## config.mk

```make
export PLATFORM = sky130hd
export DESIGN_NAME = socket_force_event_reg
export DESIGN_NICKNAME = d
export VERILOG_FILES = /design/src/socket_force_pkg.sv /design/src/event_flag_bank.sv /design/src/socket_force_event_reg.sv
export SDC_FILE = /design/constraint.sdc
export NUM_CORES = 1
export LEC_CHECK = 0
export CORE_AREA = 3 3 102 75
export DETAILED_ROUTE_END_ITERATION = 6
export DIE_AREA = 0 0 105 78
export DONT_BUFFER_PORTS = 1
export HOLD_SLACK_MARGIN = 0.03
export PLACE_DENSITY_LB_ADDON = 0.08
export SETUP_SLACK_MARGIN = 0.1
export SKIP_LAST_GASP = 1
export SYNTH_ARGS = -nofsm -noshare
export SYNTH_HDL_FRONTEND = slang
export SYNTH_SLANG_ARGS = --single-unit
```

## constraint.sdc

```tcl
create_clock -name core_clk_in -period 1.9 [get_ports core_clk_in]
set_clock_uncertainty 0.15 [all_clocks]
set_input_delay 0 -clock core_clk_in [delete_from_list [all_inputs] [get_ports core_clk_in]]
set_output_delay 0 -clock core_clk_in [all_outputs]
set_load 0.01 [all_outputs]
```

## src/socket_force_pkg.sv

```systemverilog
// Constants for the socket force event register block
package socket_force_pkg;

	// ----------------------------------------
	// Register byte offsets
	// ----------------------------------------
	localparam logic [7:0] EVENT_OFFSET = 8'h00;
	localparam logic [7:0] MASK_OFFSET = 8'h04;
	localparam logic [7:0] PRESENT_OFFSET = 8'h08;
	localparam logic [7:0] FORCE_OFFSET = 8'h0C;
	localparam logic [7:0] POWER_CTRL_OFFSET = 8'h10;
	localparam int ADDR_DECODE_BITS = 8;

	// ----------------------------------------
	// Force register field positions
	// ----------------------------------------
	localparam int REINTERROGATE_BIT = 14;
	localparam int LOWEST_VOLT_BIT = 13;
	localparam int LOW_VOLT_BIT = 12;
	localparam int THREE_VOLT_BIT = 11;
	localparam int FIVE_VOLT_BIT = 10;
	localparam int INVALID_SUPPLY_BIT = 9;
	localparam int DATA_LOSS_BIT = 8;
	localparam int UNRECOGNIZED_BIT = 7;
	localparam int READY_PIN_BIT = 6;
	localparam int WIDE_BUS_BIT = 5;
	localparam int NARROW_BIT = 4;
	localparam int POWER_EVENT_BIT = 3;
	localparam int DETECT_B_BIT = 2;
	localparam int DETECT_A_BIT = 1;
	localparam int STATUS_CHANGE_BIT = 0;

	// ----------------------------------------
	// Present-state socket capability positions
	// ----------------------------------------
	localparam int SOCKET_THREE_VOLT_BIT = 29;
	localparam int SOCKET_FIVE_VOLT_BIT = 28;

	// ----------------------------------------
	// Widths, reset values and the force register read value
	// ----------------------------------------
	localparam int EVENT_WIDTH = 4;
	localparam logic [3:0] EVENT_RESET = 4'h0;
	localparam logic [3:0] MASK_RESET = 4'h0;
	localparam logic [3:0] CAP_RESET = 4'h0;
	localparam logic POWER_CTRL_EN_RESET = 1'b1;
	localparam logic [31:0] FORCE_READ_VALUE = 32'h00000000;

endpackage

```

## src/event_flag_bank.sv

```systemverilog
// Sticky socket event flags with hardware set, forced load and write-one clear
`timescale 1ns/100ps
module event_flag_bank #(
	parameter int WIDTH = 4
) (
	input wire logic core_clk_in,
	input wire logic srst_in,
	input wire logic [WIDTH-1:0] hw_set_in,
	input wire logic force_we_in,
	input wire logic [WIDTH-1:0] force_data_in,
	input wire logic clear_we_in,
	input wire logic [WIDTH-1:0] clear_data_in,
	output logic [WIDTH-1:0] flags_out
);

	// ----------------------------------------
	// One flag per bit
	// ----------------------------------------
	genvar i;
	generate
		for (i = 0; i < WIDTH; i++) begin : g_flag
			always_ff @(posedge core_clk_in) begin
				if (srst_in) begin
					flags_out[i] <= 1'b0;
				end else if (hw_set_in[i]) begin
					// Hardware set wins over any clear
					flags_out[i] <= 1'b1;
				end else if (force_we_in) begin
					// Forced load of written value
					flags_out[i] <= force_data_in[i];
				end else if (clear_we_in && clear_data_in[i]) begin
					flags_out[i] <= 1'b0;
				end
			end
		end
	endgenerate

endmodule

```

## src/socket_force_event_reg.sv

```systemverilog
// Socket force event register with APB access to socket event and state
`timescale 1ns/100ps
module socket_force_event_reg (
	input wire logic core_clk_in,
	input wire logic srst_in,
	input wire logic psel_in,
	input wire logic penable_in,
	input wire logic pwrite_in,
	input wire logic [31:0] paddr_in,
	input wire logic [31:0] pwdata_in,
	input wire logic [3:0] pstrb_in,
	output logic [31:0] prdata_out,
	output logic pready_out,
	output logic pslverr_out,
	input wire logic [3:0] card_volt_cap_in,
	input wire logic wide_bus_card_in,
	input wire logic narrow_card_in,
	input wire logic unrecognized_card_in,
	input wire logic invalid_supply_set_in,
	input wire logic data_loss_set_in,
	input wire logic [3:0] event_set_in,
	input wire logic socket_powered_in,
	input wire logic detect_b_in,
	input wire logic detect_a_in,
	input wire logic status_change_pin_in,
	input wire logic ready_pin_in,
	output logic reinterrogate_trigger_out,
	output logic power_ctrl_enable_out,
	output logic irq_out
);

	// ----------------------------------------
	// Declarations
	// ----------------------------------------
	logic pready_q;
	logic pslverr_q;
	logic [31:0] prdata_q;
	logic [31:0] rdata_d;
	logic mapped_d;
	logic access_d;
	logic wr_d;
	logic [7:0] offset_d;
	logic force_we_d;
	logic event_we_d;
	logic [31:0] wmask_d;
	logic [31:0] wdata_d;
	logic [3:0] event_flags_q;
	logic [3:0] mask_q;
	logic [3:0] volt_cap_q;
	logic invalid_supply_q;
	logic data_loss_q;
	logic unrecognized_q;
	logic wide_bus_q;
	logic narrow_q;
	logic [4:0] live_q;
	logic power_ctrl_en_q;
	logic reinterrogate_q;
	logic irq_q;
	logic trigger_d;
	logic volt_forced_one_d;
	logic [31:0] present_d;

	// ----------------------------------------
	// APB decode
	// ----------------------------------------
	assign offset_d = paddr_in[socket_force_pkg::ADDR_DECODE_BITS-1:0];
	assign access_d = psel_in && penable_in && !pready_q;
	assign wr_d = psel_in && penable_in && pready_q && pwrite_in && !pslverr_q;
	assign force_we_d = wr_d && (offset_d == socket_force_pkg::FORCE_OFFSET);
	assign event_we_d = wr_d && (offset_d == socket_force_pkg::EVENT_OFFSET);
	assign wmask_d = {{8{pstrb_in[3]}}, {8{pstrb_in[2]}}, {8{pstrb_in[1]}}, {8{pstrb_in[0]}}};
	assign wdata_d = pwdata_in & wmask_d;
	assign trigger_d = force_we_d && wdata_d[socket_force_pkg::REINTERROGATE_BIT];
	assign volt_forced_one_d = force_we_d &&
		(|wdata_d[socket_force_pkg::LOWEST_VOLT_BIT:socket_force_pkg::FIVE_VOLT_BIT]);

	always_comb begin
		mapped_d = (paddr_in[31:socket_force_pkg::ADDR_DECODE_BITS] == '0) && (paddr_in[1:0] == 2'h0);
		if (mapped_d) begin
			unique case (offset_d)
				socket_force_pkg::EVENT_OFFSET,
				socket_force_pkg::MASK_OFFSET,
				socket_force_pkg::PRESENT_OFFSET,
				socket_force_pkg::FORCE_OFFSET,
				socket_force_pkg::POWER_CTRL_OFFSET: mapped_d = 1'b1;
				default: mapped_d = 1'b0;
			endcase
		end
	end

	// ----------------------------------------
	// Present state assembly
	// ----------------------------------------
	always_comb begin
		present_d = 32'h00000000;
		present_d[socket_force_pkg::SOCKET_THREE_VOLT_BIT] = 1'b1;
		present_d[socket_force_pkg::SOCKET_FIVE_VOLT_BIT] = 1'b1;
		present_d[socket_force_pkg::LOWEST_VOLT_BIT:socket_force_pkg::FIVE_VOLT_BIT] = volt_cap_q;
		present_d[socket_force_pkg::INVALID_SUPPLY_BIT] = invalid_supply_q;
		present_d[socket_force_pkg::DATA_LOSS_BIT] = data_loss_q;
		present_d[socket_force_pkg::UNRECOGNIZED_BIT] = unrecognized_q;
		present_d[socket_force_pkg::READY_PIN_BIT] = live_q[4];
		present_d[socket_force_pkg::WIDE_BUS_BIT] = wide_bus_q;
		present_d[socket_force_pkg::NARROW_BIT] = narrow_q;
		present_d[socket_force_pkg::POWER_EVENT_BIT:socket_force_pkg::STATUS_CHANGE_BIT] = live_q[3:0];
	end

	// ----------------------------------------
	// Read mux
	// ----------------------------------------
	always_comb begin
		rdata_d = 32'h00000000;
		unique case (offset_d)
			socket_force_pkg::EVENT_OFFSET: rdata_d[3:0] = event_flags_q;
			socket_force_pkg::MASK_OFFSET: rdata_d[3:0] = mask_q;
			socket_force_pkg::PRESENT_OFFSET: rdata_d = present_d;
			socket_force_pkg::FORCE_OFFSET: rdata_d = socket_force_pkg::FORCE_READ_VALUE;
			socket_force_pkg::POWER_CTRL_OFFSET: rdata_d[0] = power_ctrl_en_q;
			default: rdata_d = 32'h00000000;
		endcase
	end

	// ----------------------------------------
	// APB answer
	// ----------------------------------------
	always_ff @(posedge core_clk_in) begin
		if (srst_in) begin
			pready_q <= 1'b0;
			pslverr_q <= 1'b0;
			prdata_q <= 32'h00000000;
		end else begin
			pready_q <= access_d;
			pslverr_q <= access_d && !mapped_d;
			if (access_d && !pwrite_in && mapped_d) begin
				prdata_q <= rdata_d;
			end else if (access_d) begin
				prdata_q <= 32'h00000000;
			end
		end
	end

	// ----------------------------------------
	// Socket event flags
	// ----------------------------------------
	event_flag_bank #(
		.WIDTH(socket_force_pkg::EVENT_WIDTH)
	) u_event_flags (
		.core_clk_in(core_clk_in),
		.srst_in(srst_in),
		.hw_set_in(event_set_in),
		.force_we_in(force_we_d && pstrb_in[0]),
		.force_data_in(pwdata_in[socket_force_pkg::POWER_EVENT_BIT:socket_force_pkg::STATUS_CHANGE_BIT]),
		.clear_we_in(event_we_d),
		.clear_data_in(wdata_d[3:0]),
		.flags_out(event_flags_q)
	);

	// ----------------------------------------
	// Interrupt mask and output
	// ----------------------------------------
	always_ff @(posedge core_clk_in) begin
		if (srst_in) begin
			mask_q <= socket_force_pkg::MASK_RESET;
		end else if (wr_d && (offset_d == socket_force_pkg::MASK_OFFSET) && pstrb_in[0]) begin
			mask_q <= pwdata_in[3:0];
		end
	end

	always_ff @(posedge core_clk_in) begin
		if (srst_in) begin
			irq_q <= 1'b0;
		end else begin
			irq_q <= |(event_flags_q & mask_q);
		end
	end

	// ----------------------------------------
	// Live pin status, never touched by forcing
	// ----------------------------------------
	always_ff @(posedge core_clk_in) begin
		if (srst_in) begin
			live_q <= 5'h00;
		end else begin
			live_q <= {ready_pin_in, socket_powered_in, detect_b_in, detect_a_in, status_change_pin_in};
		end
	end

	// ----------------------------------------
	// Card voltage capability bits
	// ----------------------------------------
	always_ff @(posedge core_clk_in) begin
		if (srst_in) begin
			volt_cap_q <= socket_force_pkg::CAP_RESET;
		end else if (trigger_d) begin
			// Fresh interrogation result replaces forced values
			volt_cap_q <= card_volt_cap_in;
		end else if (force_we_d && pstrb_in[1]) begin
			volt_cap_q <= pwdata_in[socket_force_pkg::LOWEST_VOLT_BIT:socket_force_pkg::FIVE_VOLT_BIT];
		end
	end

	// ----------------------------------------
	// Card type flags
	// ----------------------------------------
	always_ff @(posedge core_clk_in) begin
		if (srst_in) begin
			wide_bus_q <= 1'b0;
			narrow_q <= 1'b0;
		end else if (trigger_d) begin
			wide_bus_q <= wide_bus_card_in;
			narrow_q <= narrow_card_in;
		end else if (force_we_d && pstrb_in[0]) begin
			wide_bus_q <= pwdata_in[socket_force_pkg::WIDE_BUS_BIT];
			narrow_q <= pwdata_in[socket_force_pkg::NARROW_BIT];
		end
	end

	// ----------------------------------------
	// Unrecognized card flag
	// ----------------------------------------
	always_ff @(posedge core_clk_in) begin
		if (srst_in) begin
			unrecognized_q <= 1'b0;
		end else if (trigger_d) begin
			unrecognized_q <= unrecognized_card_in;
		end else if (force_we_d && pstrb_in[0]) begin
			unrecognized_q <= pwdata_in[socket_force_pkg::UNRECOGNIZED_BIT];
		end
	end

	// ----------------------------------------
	// Invalid supply and data loss flags
	// ----------------------------------------
	always_ff @(posedge core_clk_in) begin
		if (srst_in) begin
			invalid_supply_q <= 1'b0;
		end else if (invalid_supply_set_in) begin
			invalid_supply_q <= 1'b1;
		end else if (force_we_d && pstrb_in[1]) begin
			invalid_supply_q <= pwdata_in[socket_force_pkg::INVALID_SUPPLY_BIT];
		end
	end

	always_ff @(posedge core_clk_in) begin
		if (srst_in) begin
			data_loss_q <= 1'b0;
		end else if (data_loss_set_in) begin
			data_loss_q <= 1'b1;
		end else if (force_we_d && pstrb_in[1]) begin
			data_loss_q <= pwdata_in[socket_force_pkg::DATA_LOSS_BIT];
		end
	end

	// ----------------------------------------
	// Power control enable and interrogation pulse
	// ----------------------------------------
	always_ff @(posedge core_clk_in) begin
		if (srst_in) begin
			power_ctrl_en_q <= socket_force_pkg::POWER_CTRL_EN_RESET;
		end else if (trigger_d) begin
			power_ctrl_en_q <= 1'b1;
		end else if (volt_forced_one_d) begin
			power_ctrl_en_q <= 1'b0;
		end
	end

	always_ff @(posedge core_clk_in) begin
		if (srst_in) begin
			reinterrogate_q <= 1'b0;
		end else begin
			reinterrogate_q <= trigger_d;
		end
	end

	// ----------------------------------------
	// Outputs
	// ----------------------------------------
	assign prdata_out = prdata_q;
	assign pready_out = pready_q;
	assign pslverr_out = pslverr_q;
	assign irq_out = irq_q;
	assign power_ctrl_enable_out = power_ctrl_en_q;
	assign reinterrogate_trigger_out = reinterrogate_q;

endmodule

```

# Yosys cells after proc, flatten, opt, wreduce, memory -nomap -nowiden
# Cells that the tools add are included.
# classes
muxes	31
bitwise_logic	2
eq_ne	4
reduce_logical	41
# ops
operator	count
2-to-1 mux 32 bit	2
2-to-1 mux 26 bit	1
logical NOT 24 bit	1
2-to-1 mux 1 bit	24
logical AND 1 bit	21
== test 8 x 4 -> 1 bit, second input constant	2
bitwise AND 15 bit	1
nonzero test 3 bit	4
nonzero test 2 bit	5
one-hot mux 3 bit (3 select lines)	1
== test 8 x 3 -> 1 bit, second input constant	1
== test 8 x 5 -> 1 bit, second input constant	1
logical NOT 8 bit	1
2-to-1 mux 4 bit	2
OR reduction 4 bit	2
OR reduction 5 bit	1
bitwise AND 4 bit	1
logical NOT 1 bit	4
one-hot mux 1 bit (4 select lines)	1
logical NOT 2 bit	1
OR reduction 2 bit	1
# totals
elab_cells	96
reg_bits	59
inputBits	91
output_inout_bits	37

# Logic depth before layout (Yosys ltp)
# Gate-level depths: netlist of run 1.
# logic_depth
word_depth	9
ltp_mapped	8
mapped_depth_nobuf	6

# Cells and area by module
# From an unflattened synthesis of run 1, not the netlist that was laid out.
# hier_totals
cells_unflattened	207
area_unflattened_um2	1966.9
# by_module_without_submodules
module	seq_area_each_um2	n_inst	cells_each	area_each_um2
socket_force_event_reg	760.7	1	187	1801.7
event_flag_bank	80.1	1	20	165.2

# Worst setup path after synthesis of run 1
# No wires, ideal clock.
# synth_timing
path_kind	register -> register
from	register pready_q (netlist: pready_out)
to	register narrow_q
slack_ps	348
setup_time_ps	122
arrival_time_ps	1280
path_stages_with_launch	6
path_buffers	1
t_required_ps	1628
period_less_slack_ps	1552
path_cell_list	dfxtp_1 > and4b_1 > and4_1 > buf_4 > mux2i_1 > a21oi_1
# synth_via
elab_chain_len	6
word_cells_on_any_way	8
cone_classes	1 x mux; 7 x reduce/logical
# synth_rtl
element	line	text
start, declared	socket_force_event_reg.sv:35	logic pready_q;
start signal, assigned	socket_force_event_reg.sv:132	pready_q <= access_d;
logical AND 1 bit * (3 in series)	socket_force_event_reg.sv:68	assign wr_d = psel_in && penable_in && pready_q && pwrite_in && !pslverr_q;
logical AND 1 bit *	socket_force_event_reg.sv:69	assign force_we_d = wr_d && (offset_d == socket_force_pkg::FORCE_OFFSET);
logical AND 1 bit (on tied branches)	socket_force_event_reg.sv:73, socket_force_event_reg.sv:212	
2-to-1 mux 1 bit or nonzero test 2 bit (tied branches)	-	
end signal, assigned	socket_force_event_reg.sv:211	narrow_q <= narrow_card_in;
end signal, assigned	socket_force_event_reg.sv:214	narrow_q <= pwdata_in[socket_force_pkg::NARROW_BIT];
end, declared	socket_force_event_reg.sv:54	logic narrow_q;
# Mark *: on every way between the ends. The rest lies on a longest branch, timed or not.
# A chain may end at the register's enable or synchronous reset.

# Final worst setup path of run 1
# layout_timing
from	register pslverr_q (netlist: pslverr_out)
to	register u_event_flags.flags_out[0]
# layout_via
elab_chain_len	6
word_cells_on_any_way	9
cone_classes	2 x mux; 7 x reduce/logical
# layout_rtl
element	line	text
start, declared	socket_force_event_reg.sv:36	logic pslverr_q;
start signal, assigned	socket_force_event_reg.sv:133	pslverr_q <= access_d && !mapped_d;
logical NOT 1 bit *	socket_force_event_reg.sv:68	
logical AND 1 bit *	socket_force_event_reg.sv:68	
logical AND 1 bit	socket_force_event_reg.sv:69	
logical AND 1 bit	socket_force_event_reg.sv:151	.force_we_in(force_we_d && pstrb_in[0]),
2-to-1 mux 1 bit	event_flag_bank.sv:28	end else if (force_we_in) begin
2-to-1 mux 1 bit	event_flag_bank.sv:25	end else if (hw_set_in[i]) begin
end signal, assigned by index	event_flag_bank.sv:30	flags_out[i] <= force_data_in[i];
end, declared	event_flag_bank.sv:13	output logic [WIDTH-1:0] flags_out
# Marks and branches as above.

==> results of run 1 <==
==> layout by cell type, fill, tap and decap left out, drive strengths merged, types with 2 or more instances in the layout <==
master / n
nand3: 3
conb: 16
nand2: 14
clkbuf: 5
inv: 7
a211oi: 2
a32o: 4
a22o: 10
o21ai: 4
nand4: 7
o21bai: 3
nor3: 5
nor4: 9
a31oi: 2
buf: 5
a22oi: 2
nor2b: 7
nor2: 11
a21oi: 16
mux2: 4
mux2i: 11
clkinvlp: 2
dfxtp: 42
o211ai: 4
and4: 4
dlygate4sd3: 12
==> metal layers <==
layer / vias up / GRT usage, % / wire (microns) / part of all wire, %
li1: 763 / - / - / -
met1: 788 / 18.3 / 2670 / 45
met2: 80 / 22.0 / 2610 / 44
met3: 2 / 7.23 / 691 / 12
met4: 0 / 2.75 / 21 / 0.35
met5: - / 0 / 0 / 0
==> cell type report <==
| cell class | count | area [sq um] |
|---|---|---|
| Clock buffer | 5 | 68.8 |
| Fill cell | 707 | 4430 |
| Clock inverter | 3 | 23.8 |
| Inverter | 6 | 22.5 |
| Timing Repair Buffer | 17 | 170 |
| Tap cell | 94 | 118 |
| Sequential cell | 42 | 842 |
| Multi-Input combinational cell | 149 | 1020 |
==> per-stage QoR <==
step                utilization [%]  setup WS [ps]  area [sq um]  hold slack (ps)
floorplan                         -            348          2050            -21.8
global placement               30.5            170          2040            -75.1
detailed placement             30.5            118          2040            -74.0
CTS                            33.7            102          2260             -401
global route                   33.9            135          2270             -413
finish                         33.9            195          2270             -384
==> state kept, by name, summed over array words and instances, names as in the netlist, 4 cells and up <==
signal and cells:
prdata_out 15, live_q 5, mask_q 4, u_event_flags.flags_out 4, volt_cap_q 4
==> final timing paths <==
kind / startpoint / end / slack, ps / depth (start not counted)
max reg2reg: pslverr_out / u_event_flags.flags_out[0] / 190 / 5
min reg2reg: live_q[4] / prdata_out[6] / 300 / 1
max: pslverr_out / u_event_flags.flags_out[0] / 190 / 5
min: srst_in / data_loss_q / -380 / 1
==> kinds of logic after synthesis <==
logic type,Yosys count,share of synthesized area [%]
simple gates,67,21.9
mux,15,7.79
flops,42,42.2
buf+inv,31,9.99
other cells,1,0.188
compound gates,51,17.9
==> what timing repair did <==
action | 4_1_cts | 5_1_grt
endpoints found under the hold margin | 42 | 28
buffers inserted | 0 | 0
setup endpoints to repair | 0 | 13
gates resized for setup | 0 | 3
==> power by group through the flow <==
stage                     clock (mW)  combinational [mW]  sequential, mW
after floorplan                    0               0.117           0.925
after global placement             0              0.0964           0.928
after detailed placement           0              0.0969           0.928
after CTS                      0.626               0.119           0.907
after global routing           0.678               0.134           0.910
final                          0.616               0.120           0.908
==> results.json, run 1 <==
{
  "ys.warnings.count": 0,
  "wl_per_cell_microns": 18.9,
  "violations": "hold timing",
  "ys_dominant_reg_cell": "dfxtp_1",
  "place_inst": 296,
  "synthesis.area_sq_mm": 0.00199,
  "yosys.area.top_type_share_pct": 42.2,
  "htreeDepth": 2,
  "min_period_over_period_pct": 89.8,
  "cts-root-buf": "clkbuf_8",
  "arrival_ps": 1740,
  "cts.sinks": 42,
  "powerDensity_mw_per_mm2": 725,
  "power_frac_seq_pct": 55.2,
  "setup_tns_ps": 0,
  "row_count": 25,
  "holdBufCountCts": 12,
  "seq_area_frac_synth_pct": 42.2,
  "async_reset_ff_share_pct": 0,
  "io_pins": 128,
  "drv_slew": 0,
  "maxCapViolations": 0,
  "min_period_ps": 1710,
  "synthCells": 207,
  "grt_pass1_vias": 1712,
  "dp_hpwl_microns": 4540,
  "crit_buf_inv": 1,
  "ys_top_cells_by_area": "dfxtp_1 (42%), buf_4 (7.2%), mux2i_1 (5.5%)",
  "crit_family": "simple AND/OR/NAND/NOR gates",
  "drt-initial-drc-count": 87,
  "num-nets-final": 312,
  "dieHeight_microns": 78,
  "grt.overflow.total": 0,
  "start_kind": "register",
  "grt_max_degree": 28,
  "cts_inserted_buffers": 5,
  "setup_viol_count_final": 0,
  "layoutNonFillerInstCount": 316,
  "ys_top_cells_by_count": "dfxtp_1 (42), buf_4 (19), a21oi_1 (16)",
  "clock_latency_ps": 300,
  "die-area_sq_mm": 0.00819,
  "avgViaCountPerCell": 5.17,
  "drc": 0,
  "netSwitchingPower_mw": 0.422,
  "ys_ff_latch": 42,
  "p_clk_share_pct": 37.5,
  "routed_wl_microns": 5980,
  "diodes": 0,
  "vias": 1633,
  "first_pass_iters": 4,
  "drive_gt1_share_pct": 14.4,
  "critPathMaxStageDelay_ps": 450,
  "syn_to_final_growth_pct": 13.8,
  "cts.path.max_buffers": 2,
  "critPathCaptureType": "register",
  "status": "complete, but fails checks",
  "rsz0062_at_grt": "no",
  "synth_edf_count": 0,
  "ir_worst_vdd_v": 0.000300,
  "crit_required_ps": 1940,
  "die_x_microns": 105,
  "switching_share_pct": 25.7,
  "synth_cell_types": 43,
  "total_leakage_power_nw": 0.850,
  "crit_chain": "and4b_1 > and4_2 > buf_4 > a21oi_1 > a21oi_1",
  "antenna_found_initial": 0,
  "io_buffers": 0,
  "cp_common_cell": "a21oi_1",
  "gp_congestion": 0.789,
  "totalPowerFinal_mw": 1.64,
  "grt_pass1_wl_microns": 9180,
  "cp_slowest_cell": "dfxtp_1",
  "pwr-share-comb_pct": 7.3,
  "cp_max_fo": 5,
  "finalHoldViolations": 24,
  "cts_tree": "built",
  "initial_utilization_pct": 29.7,
  "path_clk_slew_ps": 90,
  "yosysMostFrequentCell": "dfxtp_1",
  "yosysTopAreaCell": "dfxtp_1",
  "critPathKind": "register to register",
  "grt_usage_pct": 14.4,
  "clock.fmax_mhz": 586,
  "synth.avg_cell_area_sq_um": 9.62,
  "internal_power_mw": 1.22,
  "fin_worst_hold_slack_ps": -384,
  "hp-class": "primary input to register",
  "core_sq_mm": 0.00669,
  "ant_nets": 0
}
Power figures use the tool's default switching activity.
==> inputs of run 2 (changes only) <==
- ABC_AREA: not set -> 1
- CORE_AREA: 3 3 102 75 -> 3 3 109 80
- DIE_AREA: 0 0 105 78 -> 0 0 112 83
==> run 2 against run 1 <==
Compared with the run above:
- the run now ends clean
- clock-buffer cell count rose by 2
- flip-flop and latch count did not move
- clock power decreased by 12%
- global-route usage down 0.056 points
- total power rose by 2.6%
- first-iteration DRC count rose by 1.1%
- wire length rose by 9.6%
- register-to-register slack improved by 50 ps
- critical path depth increased by 4
- synthesized cell count grew 62%
- largest power group unchanged
- highest routed layer unchanged
==> results.json, run 2 <==
{
  "critPathCaptureType": "register",
  "internal_power_mw": 1.27,
  "grt_max_degree": 32,
  "syn_to_final_growth_pct": 30.1,
  "setup_tns_ps": 0,
  "diodes": 0,
  "htreeDepth": 2,
  "ys_top_cells_by_area": "dfxtp_1 (37%), nand2_1 (11%), nor2_1 (8.7%)",
  "ys_dominant_reg_cell": "dfxtp_1",
  "largest_reg_flops": 15,
  "reg2reg_setup_slack_ps": 250,
  "seq_area_frac_synth_pct": 36.7,
  "synth_simple_gate_area_share_pct": 36.8,
  "core_sq_mm": 0.00774,
  "final_cell_mix": "nand2_1 (69), dlygate4sd3_1 (58), nor2_1 (53)",
  "io_pins": 128,
  "drc": 0,
  "clock.fmax_mhz": 605,
  "power_frac_seq_pct": 53.7,
  "drive_gt1_share_pct": 7.67,
  "total_leakage_power_nw": 1.22,
  "rsz0062_at_grt": "no",
  "min_period_ps": 1650,
  "cts_inserted_buffers": 5,
  "vias": 2127,
  "netSwitchingPower_mw": 0.418,
  "path_clk_slew_ps": 80,
  "dpl_cell_area_sq_mm": 0.00230,
  "wl_per_cell_microns": 13.3,
  "ff_latch_area_sq_um": 841,
  "synthMuxAreaShare_pct": 0,
  "finalHoldViolations": 0,
  "num-nets-final": 482,
  "die-area_sq_mm": 0.00930,
  "cts_tree": "built",
  "grt.overflow.total": 0,
  "io_buffers": 0,
  "gp_congestion": 0.766,
  "grt_pass1_wl_microns": 11000,
  "place_inst": 426,
  "fillers": 843,
  "ant_nets": 0,
  "mostFrequentLayoutCell": "nand2_1",
  "synth_adder_area_share_pct": 0,
  "routed_wl_microns": 6560,
  "ys.warnings.count": 0,
  "synth-compound-area-share_pct": 11.2,
  "row_count": 27,
  "dieHeight_microns": 83,
  "synthCells": 336,
  "antenna_found_initial": 0,
  "final_area_sq_mm": 0.00298,
  "async_reset_ff_share_pct": 0,
  "synth_edf_count": 0,
  "ir_worst_vdd_v": 0.000226,
  "hold_start": "paddr_in[9]",
  "p_clk_share_pct": 32.3,
  "crit_required_ps": 1930,
  "synthesis.area_sq_mm": 0.00229,
  "synth_cell_types": 27,
  "synth.avg_cell_area_sq_um": 6.81,
  "whs_endpoint": "prdata_out[9]",
  "yosysMostFrequentCell": "nand2_1",
  "cts.path.max_buffers": 2,
  "avgViaCountPerCell": 4.32,
  "maxCapViolations": 0,
  "yosys.area.top_type_share_pct": 36.7,
  "ys_ff_latch": 42,
  "grt_pass1_vias": 2197,
  "setup_viol_count_final": 0,
  "dp_hpwl_microns": 4730,
  "fin_worst_hold_slack_ps": 29.7,
  "min_period_over_period_pct": 87.0,
  "reg2reg_depth": 9,
  "die_x_microns": 112,
  "pwr-share-comb_pct": 14.0,
  "cts-root-buf": "clkbuf_8",
  "grt_usage_pct": 14.3,
  "start_kind": "register",
  "cts.sinks": 42,
  "multi_input_area_sq_mm": 0.00116,
  "arrival_ps": 1680,
  "crit_start": "pready_out",
  "layoutNonFillerInstCount": 492,
  "first_pass_iters": 4,
  "drt-initial-drc-count": 88,
  "initial_utilization_pct": 29.6,
  "ys_top_cells_by_count": "nand2_1 (69), nor2_1 (53), dfxtp_1 (42)",
  "totalPowerFinal_mw": 1.69,
  "clock_latency_ps": 280,
  "worstReg2RegEnd": "wide_bus_q",
  "cp_max_fo": 9,
  "whs_path_depth": 7,
  "yosysTopAreaCell": "dfxtp_1",
  "synth_top_family_by_area": "simple AND/OR/NAND/NOR gates",
  "status": "finished, final reports clean",
  "drv_slew": 0,
  "regToRegStartpoint": "pready_out",
  "switching_share_pct": 24.8,
  "hp-class": "primary input to register",
  "powerDensity_mw_per_mm2": 567,
  "synth-xor-area-share_pct": 0,
  "critPathKind": "register to register"
}
## run 2: cell count changes after synthesis, sizes merged, moves of 10 or more
cell | before | now
nor2 | 11 | 63
nand3 | 3 | 20
nand2 | 14 | 75
inv | 6 | 41
mux2i | 11 | 0
a22o | 10 | 0
## run 2: timing repair
action / CTS / global route
gates resized for setup: 0 / 0
buffers inserted: 0 / 0
hold endpoints to repair: 42 / 0
hold buffers: 59 / 0
## run 2: cell families (layout without fill, tap and decap cells)
logic type	Yosys count	in the layout
AND/OR/NAND/NOR	181	181
buffers and inverters	68	108
AO/OA/AOI/OAI	44	44
other	1	16
flip-flops	42	42
## run 2: worst max path at each step
stage / to / slack (ps) / cells past startpoint
2_1_floorplan: narrow_q / 470 / 9
3_3_place_gp: wide_bus_q / 280 / 9
3_5_place_dp: wide_bus_q / 280 / 9
4_1_cts: wide_bus_q / 250 / 9
5_1_grt: narrow_q / 120 / 9
6_report: wide_bus_q / 250 / 9
## run 2: power by group through the flow
stage | registers (mW) | clock network, mW | logic, mW
2_1_floorplan | 0.923 | 0 | 0.131
3_3_place_gp | 0.927 | 0 | 0.118
3_5_place_dp | 0.927 | 0 | 0.119
4_1_cts | 0.906 | 0.572 | 0.235
5_1_grt | 0.908 | 0.600 | 0.263
6_report | 0.906 | 0.545 | 0.235
## run 2: critical path: stages, from the launching register on
cell	delay [ps]
dfxtp_1	410
nand3b_1	140
nor2_4	210
nand2_2	120
inv_2	110
nand2_4	120
nand2_4	90
inv_1	80
nand2_1	60
a21oi_1	60
## run 2: cell type report
cell class	count	area share, %
clock buffers	7	2.56
inverters	41	5.17
multi-input cells	241	38.9
flip-flops and latches	42	28.2
well taps	101	4.25
repair buffers	60	20.8
## run 2: metal layers
metal  vias up  global-route usage, %  share of wire, %
li1       1149                      -                 -
met1       911                   21.4                52
met2        62                   20.5                40
met3         5                   4.08               7.4
met4         0                   2.62              0.66
met5         -                      0                 0
## run 2: through the flow
stage          setup slack, ps  utilization [%]
2_1_floorplan              469                -
3_3_place_gp               276             29.7
3_5_place_dp               276             29.7
4_1_cts                    248             38.5
5_1_grt                    119             38.5
6_report                   248             38.5
